File: src/rtl/lmc_pkg.sv
/*
  Shared constants, carrier types and the CRC step of the logger memory
  command unit. Assumes a 50 MHz system clock and LSB-first serial bytes.
*/
package lmc_pkg;

  // ----------------------------------------------------------------
  // function command codes
  // ----------------------------------------------------------------
  localparam logic [7:0] CMD_WRITE_SP = 8'h0F;
  localparam logic [7:0] CMD_READ_SP = 8'hAA;
  localparam logic [7:0] CMD_COPY_SP = 8'h55;
  localparam logic [7:0] CMD_READ_MEM = 8'hF0;
  localparam logic [7:0] CMD_READ_MEM_CRC = 8'hA5;
  localparam logic [7:0] CMD_CLEAR_MEM = 8'h3C;
  localparam logic [7:0] CMD_CONVERT = 8'h44;

  // ----------------------------------------------------------------
  // timing
  // ----------------------------------------------------------------
  localparam int CLK_PERIOD_NS = 20;
  localparam int COPY_BYTE_NS = 2000;
  localparam int COPY_BYTE_CYCLES = (COPY_BYTE_NS + CLK_PERIOD_NS - 1) / CLK_PERIOD_NS;
  localparam int CLEAR_TIME_US = 500;
  localparam int CLEAR_CYCLES = (CLEAR_TIME_US * 1000 + CLK_PERIOD_NS - 1) / CLK_PERIOD_NS;
  localparam logic [1:0] LOAD_WAIT = 2'h2;

  // ----------------------------------------------------------------
  // addresses, fields and counts
  // ----------------------------------------------------------------
  localparam logic [15:0] PROT_ADDR_LO = 16'h0200;
  localparam logic [15:0] PROT_ADDR_HI = 16'h0213;
  localparam logic [15:0] SAMPLE_RATE_ADDR = 16'h020D;
  localparam int SP_BYTES = 32;
  localparam int OFF_W = 5;
  localparam logic [OFF_W-1:0] SP_LAST_OFF = 5'h1F;
  localparam logic [3:0] BIT_LAST_BYTE = 4'h7;
  localparam logic [3:0] BIT_LAST_CRC = 4'hF;
  localparam logic [1:0] HDR_BYTES = 2'h3;
  localparam logic [15:0] CRC_POLY_REFL = 16'hA001;
  localparam logic [15:0] CRC_CLEAR = 16'h0000;
  localparam logic ES_ZERO_BIT = 1'b0;

  typedef struct packed {
    logic [15:0] addr;
    logic [7:0] data;
  } lmc_mem_wr_t;

  // gray codes along the usual command path
  typedef enum logic [3:0] {
    ST_CMD = 4'h0,
    ST_ADDR = 4'h1,
    ST_WDATA = 4'h3,
    ST_WCRC = 4'h2,
    ST_AUTH = 4'h6,
    ST_COPY = 4'h7,
    ST_PATTERN = 4'h5,
    ST_RDATA = 4'h4,
    ST_RCRC = 4'hC,
    ST_ONES = 4'hD,
    ST_IDLE = 4'hF
  } lmc_state_t;

  // one bit of the reflected CRC16 generator
  function automatic logic [15:0] lmc_crc16_step(input logic [15:0] crc, input logic din);
    lmc_crc16_step = (crc >> 1) ^ ((crc[0] ^ din) ? CRC_POLY_REFL : CRC_CLEAR);
  endfunction : lmc_crc16_step

endpackage : lmc_pkg

File: src/rtl/lmc_unit.sv
/*
  Memory and control function command unit of a logging slave, plus the
  write FIFO in front of the memory write port. Assumes slot timing, ROM
  commands and bus reset are handled upstream on the same clock, and that
  memory read data follows memRdAddr by one clock.
*/
//
// Function
// - address low first, data stored at offset
// - ending offset tracks bytes, partial sets flag
// - write CRC, inverted answer at offset 1Fh
// - mission protects register page 200h-213h
// - read scratchpad sends address, status, data
// - read to end, inverted CRC, ones
// - copy authorised by address and status
// - alternating pattern after copy completes
// - reset ignored during copy, 2us byte
// - copy beginning through ending offset
// - auth flag held until next write
// - copy into 200h-213h stops mission
// - read memory streams, zeros past end
// - CRC read: inverted CRC per page
// - first page CRC covers command, address
// - past end zeros with page CRCs
// - clear memory wipes mission areas only
// - clear needs enable, next command, 500us
// - convert only without mission, bus served
// - non-zero rate copy starts mission
// - start delay minutes, then stamp, log
// - status byte: auth, zero, partial, offset
// - start triggered by copy to 020Dh
`timescale 1ns/1ps
`default_nettype none

// ------------------------------------------------------------------
// write FIFO
// ------------------------------------------------------------------
module lmc_fifo #(
  parameter int WIDTH = 24,
  parameter int DEPTH = 16
) (
  input wire logic sys_clk,
  input wire logic rst,
  input wire logic ce,
  input wire logic [WIDTH-1:0] inData,
  input wire logic inValid,
  output logic inReady,
  output logic [WIDTH-1:0] outData,
  output logic outValid,
  input wire logic outReady
);
  localparam int AW = $clog2(DEPTH);
  logic [WIDTH-1:0] mem_q [DEPTH];
  logic [AW-1:0] wrPtr_q;
  logic [AW-1:0] rdPtr_q;
  logic [AW:0] count_q;
  logic push;
  logic pop;

  // honest full and empty from the occupancy count
  assign inReady = (count_q != (AW+1)'(DEPTH));
  assign outValid = (count_q != '0);
  assign outData = mem_q[rdPtr_q];
  assign push = ce & inValid & inReady;
  assign pop = ce & outValid & outReady;

  // storage, no reset needed for data words
  always_ff @(posedge sys_clk) begin
    if (push) begin
      mem_q[wrPtr_q] <= inData;
    end
  end

  // pointers and count
  always_ff @(posedge sys_clk or posedge rst) begin
    if (rst) begin
      wrPtr_q <= '0;
      rdPtr_q <= '0;
      count_q <= '0;
    end else begin
      if (push) wrPtr_q <= wrPtr_q + 1'b1;
      if (pop) rdPtr_q <= rdPtr_q + 1'b1;
      if (push && !pop) count_q <= count_q + 1'b1;
      else if (pop && !push) count_q <= count_q - 1'b1;
    end
  end
endmodule : lmc_fifo

// ------------------------------------------------------------------
// command unit
// ------------------------------------------------------------------
module lmc_unit import lmc_pkg::*; #(
  parameter logic [15:0] MEM_LAST_ADDR = 16'h0FFF,
  parameter int CLEAR_CYC = CLEAR_CYCLES,
  parameter int FIFO_DEPTH = 16
) (
  input wire logic sys_clk,
  input wire logic rst,
  input wire logic ce,
  input wire logic busResetPulse,
  input wire logic slotPulse,
  input wire logic slotBit,
  output logic txBit,
  output logic [15:0] memRdAddr,
  input wire logic [7:0] memRdData,
  output lmc_mem_wr_t memWr,
  output logic memWrValid,
  input wire logic memWrReady,
  input wire logic clearEnableSet,
  input wire logic missionInhibitBit,
  input wire logic minuteTick,
  input wire logic [15:0] startDelay,
  output logic clearEnableBit,
  output logic memoryClearedFlag,
  output logic missionActiveFlag,
  output logic memClearReq,
  output logic convStart,
  output logic stampReq,
  output logic loggingOn,
  output logic [7:0] sampleRate,
  output logic [7:0] statusByte
);
  localparam int CTW = $clog2(COPY_BYTE_CYCLES + 1);
  localparam int KTW = $clog2(CLEAR_CYC + 1);

  lmc_state_t state_q;
  logic [3:0] bitCnt_q;
  logic [7:0] rxSh_q;
  logic [15:0] txSh_q;
  logic [15:0] crc_q;
  logic [7:0] cmd_q;
  logic [15:0] ta_q;
  logic [OFF_W-1:0] endOff_q;
  logic [OFF_W-1:0] wrOff_q;
  logic [OFF_W-1:0] copyOff_q;
  logic [5:0] rdOff_q;
  logic pf_q;
  logic aa_q;
  logic authOk_q;
  logic [1:0] byteCnt_q;
  logic [1:0] loadWait_q;
  logic blockEnd_q;
  logic pastEnd_q;
  logic patt_q;
  logic [15:0] memAddr_q;
  logic [CTW-1:0] copyTmr_q;
  logic [7:0] sp_q [SP_BYTES];
  logic clearBusy_q;
  logic [KTW-1:0] clearTmr_q;
  logic [15:0] delayCnt_q;

  logic slotEv;
  logic rstEv;
  logic isRx;
  logic isTx;
  logic curBit;
  logic [15:0] crcNext;
  logic [7:0] rxByte;
  logic rxDone;
  logic txDone;
  logic [7:0] rdByte;
  logic [15:0] copyAddr;
  logic [7:0] copyData;
  logic inProt;
  logic copyFire;
  logic fifoInReady;
  logic startMission;
  logic stopMission;
  logic cmdDone;
  logic clearDone;

  // ----------------------------------------------------------------
  // slot decode
  // ----------------------------------------------------------------
  assign slotEv = ce & slotPulse;
  assign rstEv = ce & busResetPulse & (state_q != ST_COPY);
  assign isRx = (state_q == ST_CMD) | (state_q == ST_ADDR) | (state_q == ST_WDATA)
              | (state_q == ST_AUTH);
  assign isTx = (state_q == ST_WCRC) | (state_q == ST_RDATA) | (state_q == ST_RCRC);
  assign curBit = isRx ? slotBit : txSh_q[0];
  assign crcNext = lmc_crc16_step(crc_q, curBit);
  assign rxByte = {slotBit, rxSh_q[7:1]};
  assign rxDone = slotEv & isRx & (bitCnt_q == BIT_LAST_BYTE);
  assign txDone = slotEv & isTx
                & (bitCnt_q == ((state_q == ST_RDATA) ? BIT_LAST_BYTE : BIT_LAST_CRC));
  assign cmdDone = rxDone & (state_q == ST_CMD);
  assign statusByte = {aa_q, ES_ZERO_BIT, pf_q, endOff_q};
  assign memRdAddr = memAddr_q;

  // released bus reads as one; idle and unknown command stay released
  always_comb begin
    unique case (state_q)
      ST_WCRC, ST_RDATA, ST_RCRC: txBit = txSh_q[0];
      ST_PATTERN: txBit = patt_q;
      default: txBit = 1'b1;
    endcase
  end

  // next outgoing data byte for the read commands
  always_comb begin
    if (cmd_q == CMD_READ_SP) begin
      unique case (byteCnt_q)
        2'h0: rdByte = ta_q[7:0];
        2'h1: rdByte = ta_q[15:8];
        2'h2: rdByte = statusByte;
        default: rdByte = sp_q[rdOff_q[OFF_W-1:0]];
      endcase
    end else begin
      rdByte = pastEnd_q ? 8'h00 : memRdData;
    end
  end

  // ----------------------------------------------------------------
  // copy engine terms
  // ----------------------------------------------------------------
  assign copyAddr = {ta_q[15:OFF_W], copyOff_q};
  assign copyData = sp_q[copyOff_q];
  assign inProt = (copyAddr >= PROT_ADDR_LO) && (copyAddr <= PROT_ADDR_HI);
  // a full FIFO stalls the copy rather than dropping a byte
  assign copyFire = ce & (state_q == ST_COPY) & (copyTmr_q == '0) & fifoInReady;
  assign stopMission = copyFire & missionActiveFlag & inProt;
  assign startMission = copyFire & ~missionActiveFlag & memoryClearedFlag & ~missionInhibitBit
                      & (copyAddr == SAMPLE_RATE_ADDR) & (copyData != 8'h00);

  lmc_fifo #(
    .WIDTH($bits(lmc_mem_wr_t)),
    .DEPTH(FIFO_DEPTH)
  ) u_fifo (
    .sys_clk(sys_clk),
    .rst(rst),
    .ce(ce),
    .inData({copyAddr, copyData}),
    .inValid((state_q == ST_COPY) && (copyTmr_q == '0) && !(missionActiveFlag && inProt)),
    .inReady(fifoInReady),
    .outData(memWr),
    .outValid(memWrValid),
    .outReady(memWrReady)
  );

  // ----------------------------------------------------------------
  // command sequencer and bit engine
  // ----------------------------------------------------------------
  always_ff @(posedge sys_clk or posedge rst) begin
    if (rst) begin
      state_q <= ST_IDLE;
      bitCnt_q <= '0;
      rxSh_q <= '0;
      txSh_q <= '0;
      crc_q <= CRC_CLEAR;
      cmd_q <= '0;
      ta_q <= '0;
      wrOff_q <= '0;
      copyOff_q <= '0;
      rdOff_q <= '0;
      byteCnt_q <= '0;
      loadWait_q <= '0;
      blockEnd_q <= 1'b0;
      pastEnd_q <= 1'b0;
      patt_q <= 1'b0;
      memAddr_q <= '0;
      copyTmr_q <= '0;
      authOk_q <= 1'b0;
    end else if (rstEv) begin
      state_q <= ST_CMD;
      bitCnt_q <= '0;
      crc_q <= CRC_CLEAR;
      loadWait_q <= '0;
    end else if (ce) begin
      // deferred byte load gives the memory a clock to answer
      if (loadWait_q != '0) begin
        loadWait_q <= loadWait_q - 1'b1;
        if (loadWait_q == 2'h1) begin
          txSh_q <= {8'h00, rdByte};
          if (cmd_q == CMD_READ_SP) begin
            blockEnd_q <= (byteCnt_q == HDR_BYTES) && (rdOff_q[OFF_W-1:0] == SP_LAST_OFF);
            if (byteCnt_q != HDR_BYTES) byteCnt_q <= byteCnt_q + 1'b1;
            else rdOff_q <= rdOff_q + 1'b1;
          end else begin
            blockEnd_q <= (cmd_q == CMD_READ_MEM_CRC)
                        && (memAddr_q[OFF_W-1:0] == SP_LAST_OFF);
            if (memAddr_q == MEM_LAST_ADDR) pastEnd_q <= 1'b1;
            memAddr_q <= memAddr_q + 1'b1;
          end
        end
      end
      if (slotEv && (isRx || isTx)) begin
        bitCnt_q <= bitCnt_q + 1'b1;
        crc_q <= crcNext;
        rxSh_q <= rxByte;
        if (isTx) txSh_q <= {1'b1, txSh_q[15:1]};
      end
      if (slotEv && state_q == ST_PATTERN) patt_q <= ~patt_q;
      if (rxDone || txDone) bitCnt_q <= '0;
      unique case (state_q)
        ST_CMD: if (rxDone) begin
          cmd_q <= rxByte;
          byteCnt_q <= '0;
          unique case (rxByte)
            CMD_WRITE_SP, CMD_READ_MEM, CMD_READ_MEM_CRC: state_q <= ST_ADDR;
            CMD_READ_SP: begin
              state_q <= ST_RDATA;
              rdOff_q <= {1'b0, ta_q[OFF_W-1:0]};
              loadWait_q <= LOAD_WAIT;
            end
            CMD_COPY_SP: begin
              state_q <= ST_AUTH;
              authOk_q <= 1'b1;
            end
            default: state_q <= ST_IDLE;
          endcase
        end
        ST_ADDR: if (rxDone) begin
          if (byteCnt_q == 2'h0) begin
            ta_q[7:0] <= rxByte;
            byteCnt_q <= 2'h1;
          end else begin
            ta_q[15:8] <= rxByte;
            byteCnt_q <= '0;
            if (cmd_q == CMD_WRITE_SP) begin
              state_q <= ST_WDATA;
              wrOff_q <= ta_q[OFF_W-1:0];
            end else begin
              state_q <= ST_RDATA;
              memAddr_q <= {rxByte, ta_q[7:0]};
              pastEnd_q <= 1'b0;
              loadWait_q <= LOAD_WAIT;
            end
          end
        end
        ST_WDATA: if (rxDone) begin
          if (wrOff_q == SP_LAST_OFF) begin
            state_q <= ST_WCRC;
            txSh_q <= ~crcNext;
          end else begin
            wrOff_q <= wrOff_q + 1'b1;
          end
        end
        ST_WCRC: if (txDone) state_q <= ST_ONES;
        ST_AUTH: if (rxDone) begin
          byteCnt_q <= byteCnt_q + 1'b1;
          unique case (byteCnt_q)
            2'h0: authOk_q <= authOk_q & (rxByte == ta_q[7:0]);
            2'h1: authOk_q <= authOk_q & (rxByte == ta_q[15:8]);
            default: begin
              if (authOk_q && rxByte == statusByte) begin
                state_q <= ST_COPY;
                copyOff_q <= ta_q[OFF_W-1:0];
                copyTmr_q <= CTW'(COPY_BYTE_CYCLES - 1);
              end else begin
                state_q <= ST_IDLE;
              end
            end
          endcase
        end
        ST_COPY: begin
          if (copyTmr_q != '0) begin
            copyTmr_q <= copyTmr_q - 1'b1;
          end else if (copyFire) begin
            if (copyOff_q == endOff_q) begin
              state_q <= ST_PATTERN;
              patt_q <= 1'b0;
            end else begin
              copyOff_q <= copyOff_q + 1'b1;
              copyTmr_q <= CTW'(COPY_BYTE_CYCLES - 1);
            end
          end
        end
        ST_RDATA: if (txDone) begin
          if (blockEnd_q) begin
            state_q <= ST_RCRC;
            txSh_q <= ~crcNext;
          end else begin
            loadWait_q <= LOAD_WAIT;
          end
        end
        ST_RCRC: if (txDone) begin
          if (cmd_q == CMD_READ_SP) begin
            state_q <= ST_ONES;
          end else begin
            state_q <= ST_RDATA;
            crc_q <= CRC_CLEAR;
            loadWait_q <= LOAD_WAIT;
          end
        end
        default: ;
      endcase
    end
  end

  // ----------------------------------------------------------------
  // scratchpad storage and transfer status
  // ----------------------------------------------------------------
  always_ff @(posedge sys_clk or posedge rst) begin
    if (rst) begin
      for (int i = 0; i < SP_BYTES; i++) sp_q[i] <= '0;
      endOff_q <= '0;
      pf_q <= 1'b0;
      aa_q <= 1'b0;
    end else if (ce) begin
      if (cmdDone && rxByte == CMD_WRITE_SP) begin
        aa_q <= 1'b0;
        pf_q <= 1'b0;
      end
      if (rxDone && state_q == ST_WDATA) begin
        sp_q[wrOff_q] <= rxByte;
        endOff_q <= wrOff_q;
      end
      // a write cut off mid byte drops the byte and flags it
      if (busResetPulse && state_q == ST_WDATA && bitCnt_q != '0) pf_q <= 1'b1;
      if (rxDone && state_q == ST_AUTH && byteCnt_q == 2'h2 && authOk_q
          && rxByte == statusByte) aa_q <= 1'b1;
    end
  end

  // ----------------------------------------------------------------
  // clear memory and convert
  // ----------------------------------------------------------------
  assign clearDone = clearBusy_q && (clearTmr_q == '0);

  // the clear keeps running across bus resets once started
  always_ff @(posedge sys_clk or posedge rst) begin
    if (rst) begin
      clearEnableBit <= 1'b0;
      clearBusy_q <= 1'b0;
      clearTmr_q <= '0;
      memClearReq <= 1'b0;
      convStart <= 1'b0;
    end else if (ce) begin
      memClearReq <= 1'b0;
      convStart <= 1'b0;
      if (clearBusy_q) clearTmr_q <= clearTmr_q - 1'b1;
      if (clearDone) clearBusy_q <= 1'b0;
      if (cmdDone && rxByte == CMD_CLEAR_MEM && clearEnableBit && !clearBusy_q) begin
        clearBusy_q <= 1'b1;
        clearTmr_q <= KTW'(CLEAR_CYC - 1);
        memClearReq <= 1'b1;
      end
      if (cmdDone && rxByte == CMD_CONVERT && !missionActiveFlag) convStart <= 1'b1;
      // set from the control register wins over a clear
      if (clearEnableSet) clearEnableBit <= 1'b1;
      else if ((cmdDone && rxByte != CMD_CLEAR_MEM) || clearDone) clearEnableBit <= 1'b0;
    end
  end

  // ----------------------------------------------------------------
  // mission control
  // ----------------------------------------------------------------
  always_ff @(posedge sys_clk or posedge rst) begin
    if (rst) begin
      missionActiveFlag <= 1'b0;
      memoryClearedFlag <= 1'b0;
      sampleRate <= '0;
      delayCnt_q <= '0;
      loggingOn <= 1'b0;
      stampReq <= 1'b0;
    end else if (ce) begin
      stampReq <= 1'b0;
      if (clearDone) begin
        memoryClearedFlag <= 1'b1;
        sampleRate <= '0;
      end
      if (startMission) begin
        missionActiveFlag <= 1'b1;
        memoryClearedFlag <= 1'b0;
        sampleRate <= copyData;
        delayCnt_q <= startDelay;
        loggingOn <= 1'b0;
      end else if (stopMission) begin
        missionActiveFlag <= 1'b0;
        loggingOn <= 1'b0;
      end else if (missionActiveFlag && !loggingOn && minuteTick) begin
        // counted down, the next minute boundary stamps and logs
        if (delayCnt_q != '0) begin
          delayCnt_q <= delayCnt_q - 1'b1;
        end else begin
          stampReq <= 1'b1;
          loggingOn <= 1'b1;
        end
      end
    end
  end

endmodule : lmc_unit
`default_nettype wire

File: config.mk
export PLATFORM = sky130hd
export DESIGN_NAME = lmc_unit
export DESIGN_NICKNAME = d
export VERILOG_FILES = /design/src/rtl/lmc_pkg.sv /design/src/rtl/lmc_unit.sv
export SDC_FILE = /design/constraint.sdc
export NUM_CORES = 1
export LEC_CHECK = 0
export BUFFER_PORTS_ARGS = -buffer_cell sky130_fd_sc_hd__buf_2
export CORE_UTILIZATION = 35
export CTS_CLUSTER_DIAMETER = 80
export DETAILED_ROUTE_END_ITERATION = 10
export PLACE_DENSITY_LB_ADDON = 0.08
export SLEW_MARGIN = 20
export SYNTH_ARGS = -nofsm -noshare
export SYNTH_HDL_FRONTEND = slang
export SYNTH_HIERARCHICAL = 1
export SYNTH_SLANG_ARGS = --single-unit
File: constraint.sdc
create_clock -name sys_clk -period 30.3 [get_ports sys_clk]
set_input_delay 3.03 -clock sys_clk [delete_from_list [all_inputs] [get_ports sys_clk]]
set_output_delay 3.03 -clock sys_clk [all_outputs]
set_load 0.02 [all_outputs]
## Yosys cells after proc, flatten, opt, wreduce, memory -nomap -nowiden

Memories as Yosys holds them, arrays and structs flattened.
Cells that the tools add are included.

| word-level totals | value |
|---|---|
| bits in registers | 442 |
| memory bits (writable) | 384 |
| input port bits | 34 |
| output and inout port bits | 65 |
| logic and storage cells | 452 |
| memories kept | 1 |

Memory list:

| memory | words | bits a word | rd ports | clocked after memory_dff | write ports | RTL line | text |
|---|---|---|---|---|---|---|---|
| u_fifo.mem_q | 16 | 24 | 1 | 0 | 1 | lmc_unit.sv:53 | `logic [WIDTH-1:0] mem_q [DEPTH];` |

| operators by class | value |
|---|---|
| add/subtract/negate cells | 14 |
| $lt $le $gt $ge | 6 |
| equal/unequal tests | 69 |
| multiplexer cells | 164 |
| bitwise operators | 40 |
| reduce and logical (&&, ||, !) cells | 90 |

Operator list:

| operator | count |
|---|---|
| 2-to-1 mux 16 bit | 26 |
| bitwise mux 256 bit | 1 |
| 2-to-1 mux 4 bit | 23 |
| binary-select mux 8 bit (select 5 bit) | 2 |
| 2-to-1 mux 8 bit | 9 |
| 2-to-1 mux 5 bit | 13 |
| != test 3 bit (second input constant) | 15 |
| 2-to-1 mux 1 bit | 42 |
| 2-to-1 mux 6 bit | 7 |
| 2-to-1 mux 7 bit | 6 |
| demux 8 bit (select 5 bit) | 1 |
| == test 8 bit (second input constant) | 5 |
| 2-to-1 mux 2 bit | 19 |
| case mux 16 bit (2 select lines) | 1 |
| case mux 4 bit (8 select lines) | 1 |
| 2-to-1 mux 15 bit | 2 |
| nonzero test 2 bit | 15 |
| logical AND 1 bit | 29 |
| != test 2 bit (second input constant) | 13 |
| bitwise AND 1 bit | 24 |
| == test 8 bit | 3 |
| case mux 8 bit (3 select lines) | 1 |
| == test 4 x 3 -> 1 bit (second input constant) | 5 |
| case mux 5 bit (2 select lines) | 2 |
| other kinds (67) | 118 |

## Longest topological paths before layout

| depth | value |
|---|---|
| word-level depth | 14 |
| gate-level depth with buffers | 15 |
| mapped depth without buffers | 15 |

## By module

The synthesis kept the hierarchy.

By module, submodules not included:

| module | times used | cells each | area each (um^2) | sequential area each (um^2) |
|---|---|---|---|---|
| lmc_unit | 1 | 2029 | 23745.3 | 10690.3 |
| lmc_fifo | 1 | 791 | 15499.9 | 11856.4 |

## Worst setup path after synthesis

No wires, ideal clock.

| path | value |
|---|---|
| kind | in2reg |
| from | input port ce |
| to | memory u_fifo.mem_q[3][0] (enable) |
| library setup time | 0.435 ns |
| arrival time | 5.225 ns |
| required time | 29.865 ns |
| setup slack | 24.640 ns |
| cell stages on the path | 4 |
| path buffers | 0 |
| cells stage by stage | nand2_1 > a21oi_2 > nand2_1 > nor3_1 |

| between the ends | value |
|---|---|
| cells in the longest elaborated chain, start to end | 4 |

Ends and longest elaborated chain:

| what | RTL line | text |
|---|---|---|
| from (decl) | lmc_unit.sv:99 | `input wire logic ce,` |
| bitwise AND 1 bit (2 in a row) | lmc_unit.sv:64 | `assign push = ce & inValid & inReady;` |
| net u_fifo.push | lmc_unit.sv:57 | `logic push;` |
| 2-to-1 mux 1 bit | lmc_unit.sv:69 | `if (push) begin` |
| 2-to-1 mux 1 bit (not written as such) | lmc_unit.sv:70 | `mem_q[wrPtr_q] <= inData;` |
| to (decl) | lmc_unit.sv:53 |  |

The timed path passes the listed nets, and every way through them passes these cells.

==> results.tsv <==
metric	value	unit
clockBufferDepth	3	
maxCapViolations	0	
first_pass_iters	7	
final-max-slew-violation-count	0	
synth-seq-area-share	0.5745	
period_minus_slack	7732	ps
wirelength	119.1	mm
crit_arrival	4700	ps
synth_warnings	6	
critPathKind	flop to output port	
final_common_cell	dfrtp_1	
coreArea	0.1110	sq mm
startpoint_type	flop	
ys_ff_latch	824	
final_core_util	0.4021	
netSwitchingPower	946.7	uW
post_cts_buffers	0	
cp.required	27270	ps
maxSlewHeadroom	0.2677	
grt_use_total	0.2115	
synth_top_area_frac	0.2938	
drc_errors	0	
grt_overflow	0	
cts_buffers	94	
setup_viol	0	
finalClockSkew	21.13	ps
power_density	69.14	mW/mm^2
synthTopCellsByArea	edfxtp_1, dfrtp_1, mux2_2	
worstSkewPairLatency	680	ps
synth_flop_cell	dfrtp_1	
areaGrowthSynthToFinish	13.71	%
num_rows	122	
grt_pass1_vias	25500	
antenna_found_initial	3	
p_comb_frac	0.213	
drt_iter0_drc	1724	
grt_pass1_wl	176.6	mm
wire_per_inst	26.80	um
die_w	336.9	um
clkPwrFrac	0.374	
power_frac_seq	0.412	
cts_max_level	3	
antenna_left	0	
cts-root-buf	clkbuf_16	
fin_tns_setup	0	ps
hold_class	flop to flop	
die_area	0.1135	sq mm
num_vias	24820	
leakage	0.01760	uW
netlist_instances	2820	
final_cell_mix	dfrtp_1, edfxtp_1, mux2_2, mux2i_1, nand2_1	
synth_area	0.03925	sq mm
stdcell_area	0.04463	sq mm
synth_edf_count	384	
tightest_slew	1096	ps
irDropWorstVdd	0.05258	mV
crit_fanout	53	
total_power	3086	uW
cts_tree	yes	
hold_buffers	0	
num-nets-final	2945	
grt_max_degree	107	
cts.sinks	824	
syn_avg_cell_area	13.92	sq um
sw_frac_of_total	0.3068	
yosys.area.top_type	edfxtp_1	
async_reset_ff_frac	0.5340	
die_y	336.9	um
ios	99	
ys_types	89	
min_period_over_period	0.2552	
place_congestion	0.8081	
status	finished, final reports clean	
place_area	0.04145	sq mm
start_util	0.3536	
rsz0062_at_grt	false	
vias_per_cell	5.586	
dp_hpwl	75.33	mm
synth_fp_nets	2888	
clk_pin_slew	60	ps
critPathCaptureType	output port	
power.internal	2139	uW
drive_gt1_frac	0.2816	
fmax	0.1293	GHz
post_cts_resized	0	
portBuffers	97	
hold_violations	0	
==> kinds of logic after synthesis <==
group           count (synthesis)  synth area share
other cells                     1        0.00009555
flops                         824            0.5745
fa+ha+maj                      34           0.01103
xor+xnor                       68           0.01553
simple gates                  579           0.07298
buf+inv                       245           0.02914
mux                           667            0.2266
compound gates                402           0.07017
==> flip-flops by register name, indices dropped and copies added (netlist names), 4 cells and up <==
register,flops
u_fifo/mem_q,384
sp_q,256
crc_q,16
delayCnt_q,16
memRdAddr,16
ta_q,16
txSh_q,16
clearTmr_q,15
cmd_q,8
sampleRate,8
copyTmr_q,7
rxSh_q,7
copyOff_q,5
endOff_q,5
rdOff_q,5
u_fifo/count_q,5
wrOff_q,5
bitCnt_q,4
state_q,4
u_fifo/rdPtr_q,4
u_fifo/wrPtr_q,4
==> critical path: stages (launching register included) <==
cell     delay (ps)
dfrtp_4         960
buf_4           850
buf_4           870
mux4_2          600
a22oi_1         200
nand2_1         170
buf_2           210
==> layer usage <==
layer / part of all wire / up-vias / GRT usage
li1: - / 10960 / -
met1: 0.45 / 13140 / 0.2910
met2: 0.48 / 560 / 0.3504
met3: 0.038 / 159 / 0.02818
met4: 0.025 / 0 / 0.05619
met5: 0 / - / 0
==> power groups by stage <==
stage / Sequential (uW) / Combinational, uW / Clock (uW)
6_report: 1270 / 658 / 1160
3_3_place_gp: 1290 / 663 / 0
3_5_place_dp: 1290 / 670 / 0
2_1_floorplan: 1250 / 494 / 0
4_1_cts: 1270 / 671 / 1190
5_1_grt: 1280 / 716 / 1230
==> path summary, 6_finish.rpt <==
path / startpoint / to / slack [ps] / cells past startpoint
setup / recovery: u_fifo/rdPtr_q[0]$_DFFE_PP0P_ / memWr[11] / 22570 / 6
hold / removal: stampReq$_DFFE_PP0P_ / stampReq$_DFFE_PP0P_ / 490 / 1
setup reg to reg: copyOff_q[0]$_DFFE_PP0P_ / delayCnt_q[11]$_DFFE_PP0P_ / 25290 / 8
hold reg to reg: stampReq$_DFFE_PP0P_ / stampReq$_DFFE_PP0P_ / 490 / 1
max in group asynchronous: rst / sp_q[5]$_DFFE_PP0P_ / 25350 / 4
min in group asynchronous: rst / u_fifo/count_q[4]$_DFFE_PP0P_ / 2440 / 2
==> through the flow <==
step	hold slack, ps	instances	worst slack (ps)
2_1_floorplan	463.2	2820	15390
3_3_place_gp	470.1	4264	23180
3_5_place_dp	483.7	4269	23170
4_1_cts	495.9	4443	22420
5_1_grt	514.8	4443	22230
6_report	492.6	4444	22570
==> area by class of cell <==
type / count / area (sq um)
inverter: 44 / 172.7
sequential: 824 / 22570
tap: 1488 / 1862
clock inverter: 44 / 536.8
antenna: 1 / 2.502
clock buffer: 130 / 2608
multi-input combinational: 1751 / 15830
fill: 10370 / 66350
timing repair buffer: 162 / 1049
==> synthesized netlist by cell type, drive strengths merged, types with 23 or more instances <==
cell type,instances
a22oi,77
nor2,105
mux2i,217
ha,33
clkbuf,121
edfxtp,384
a21oi,65
nand2,190
o22ai,44
mux4,144
xnor2,39
o21ai,81
nand4,23
nor3,46
inv,44
mux2,306
dfrtp,436
nand3,72
xor2,28
buf,80
(Power assumes the default switching activity.)
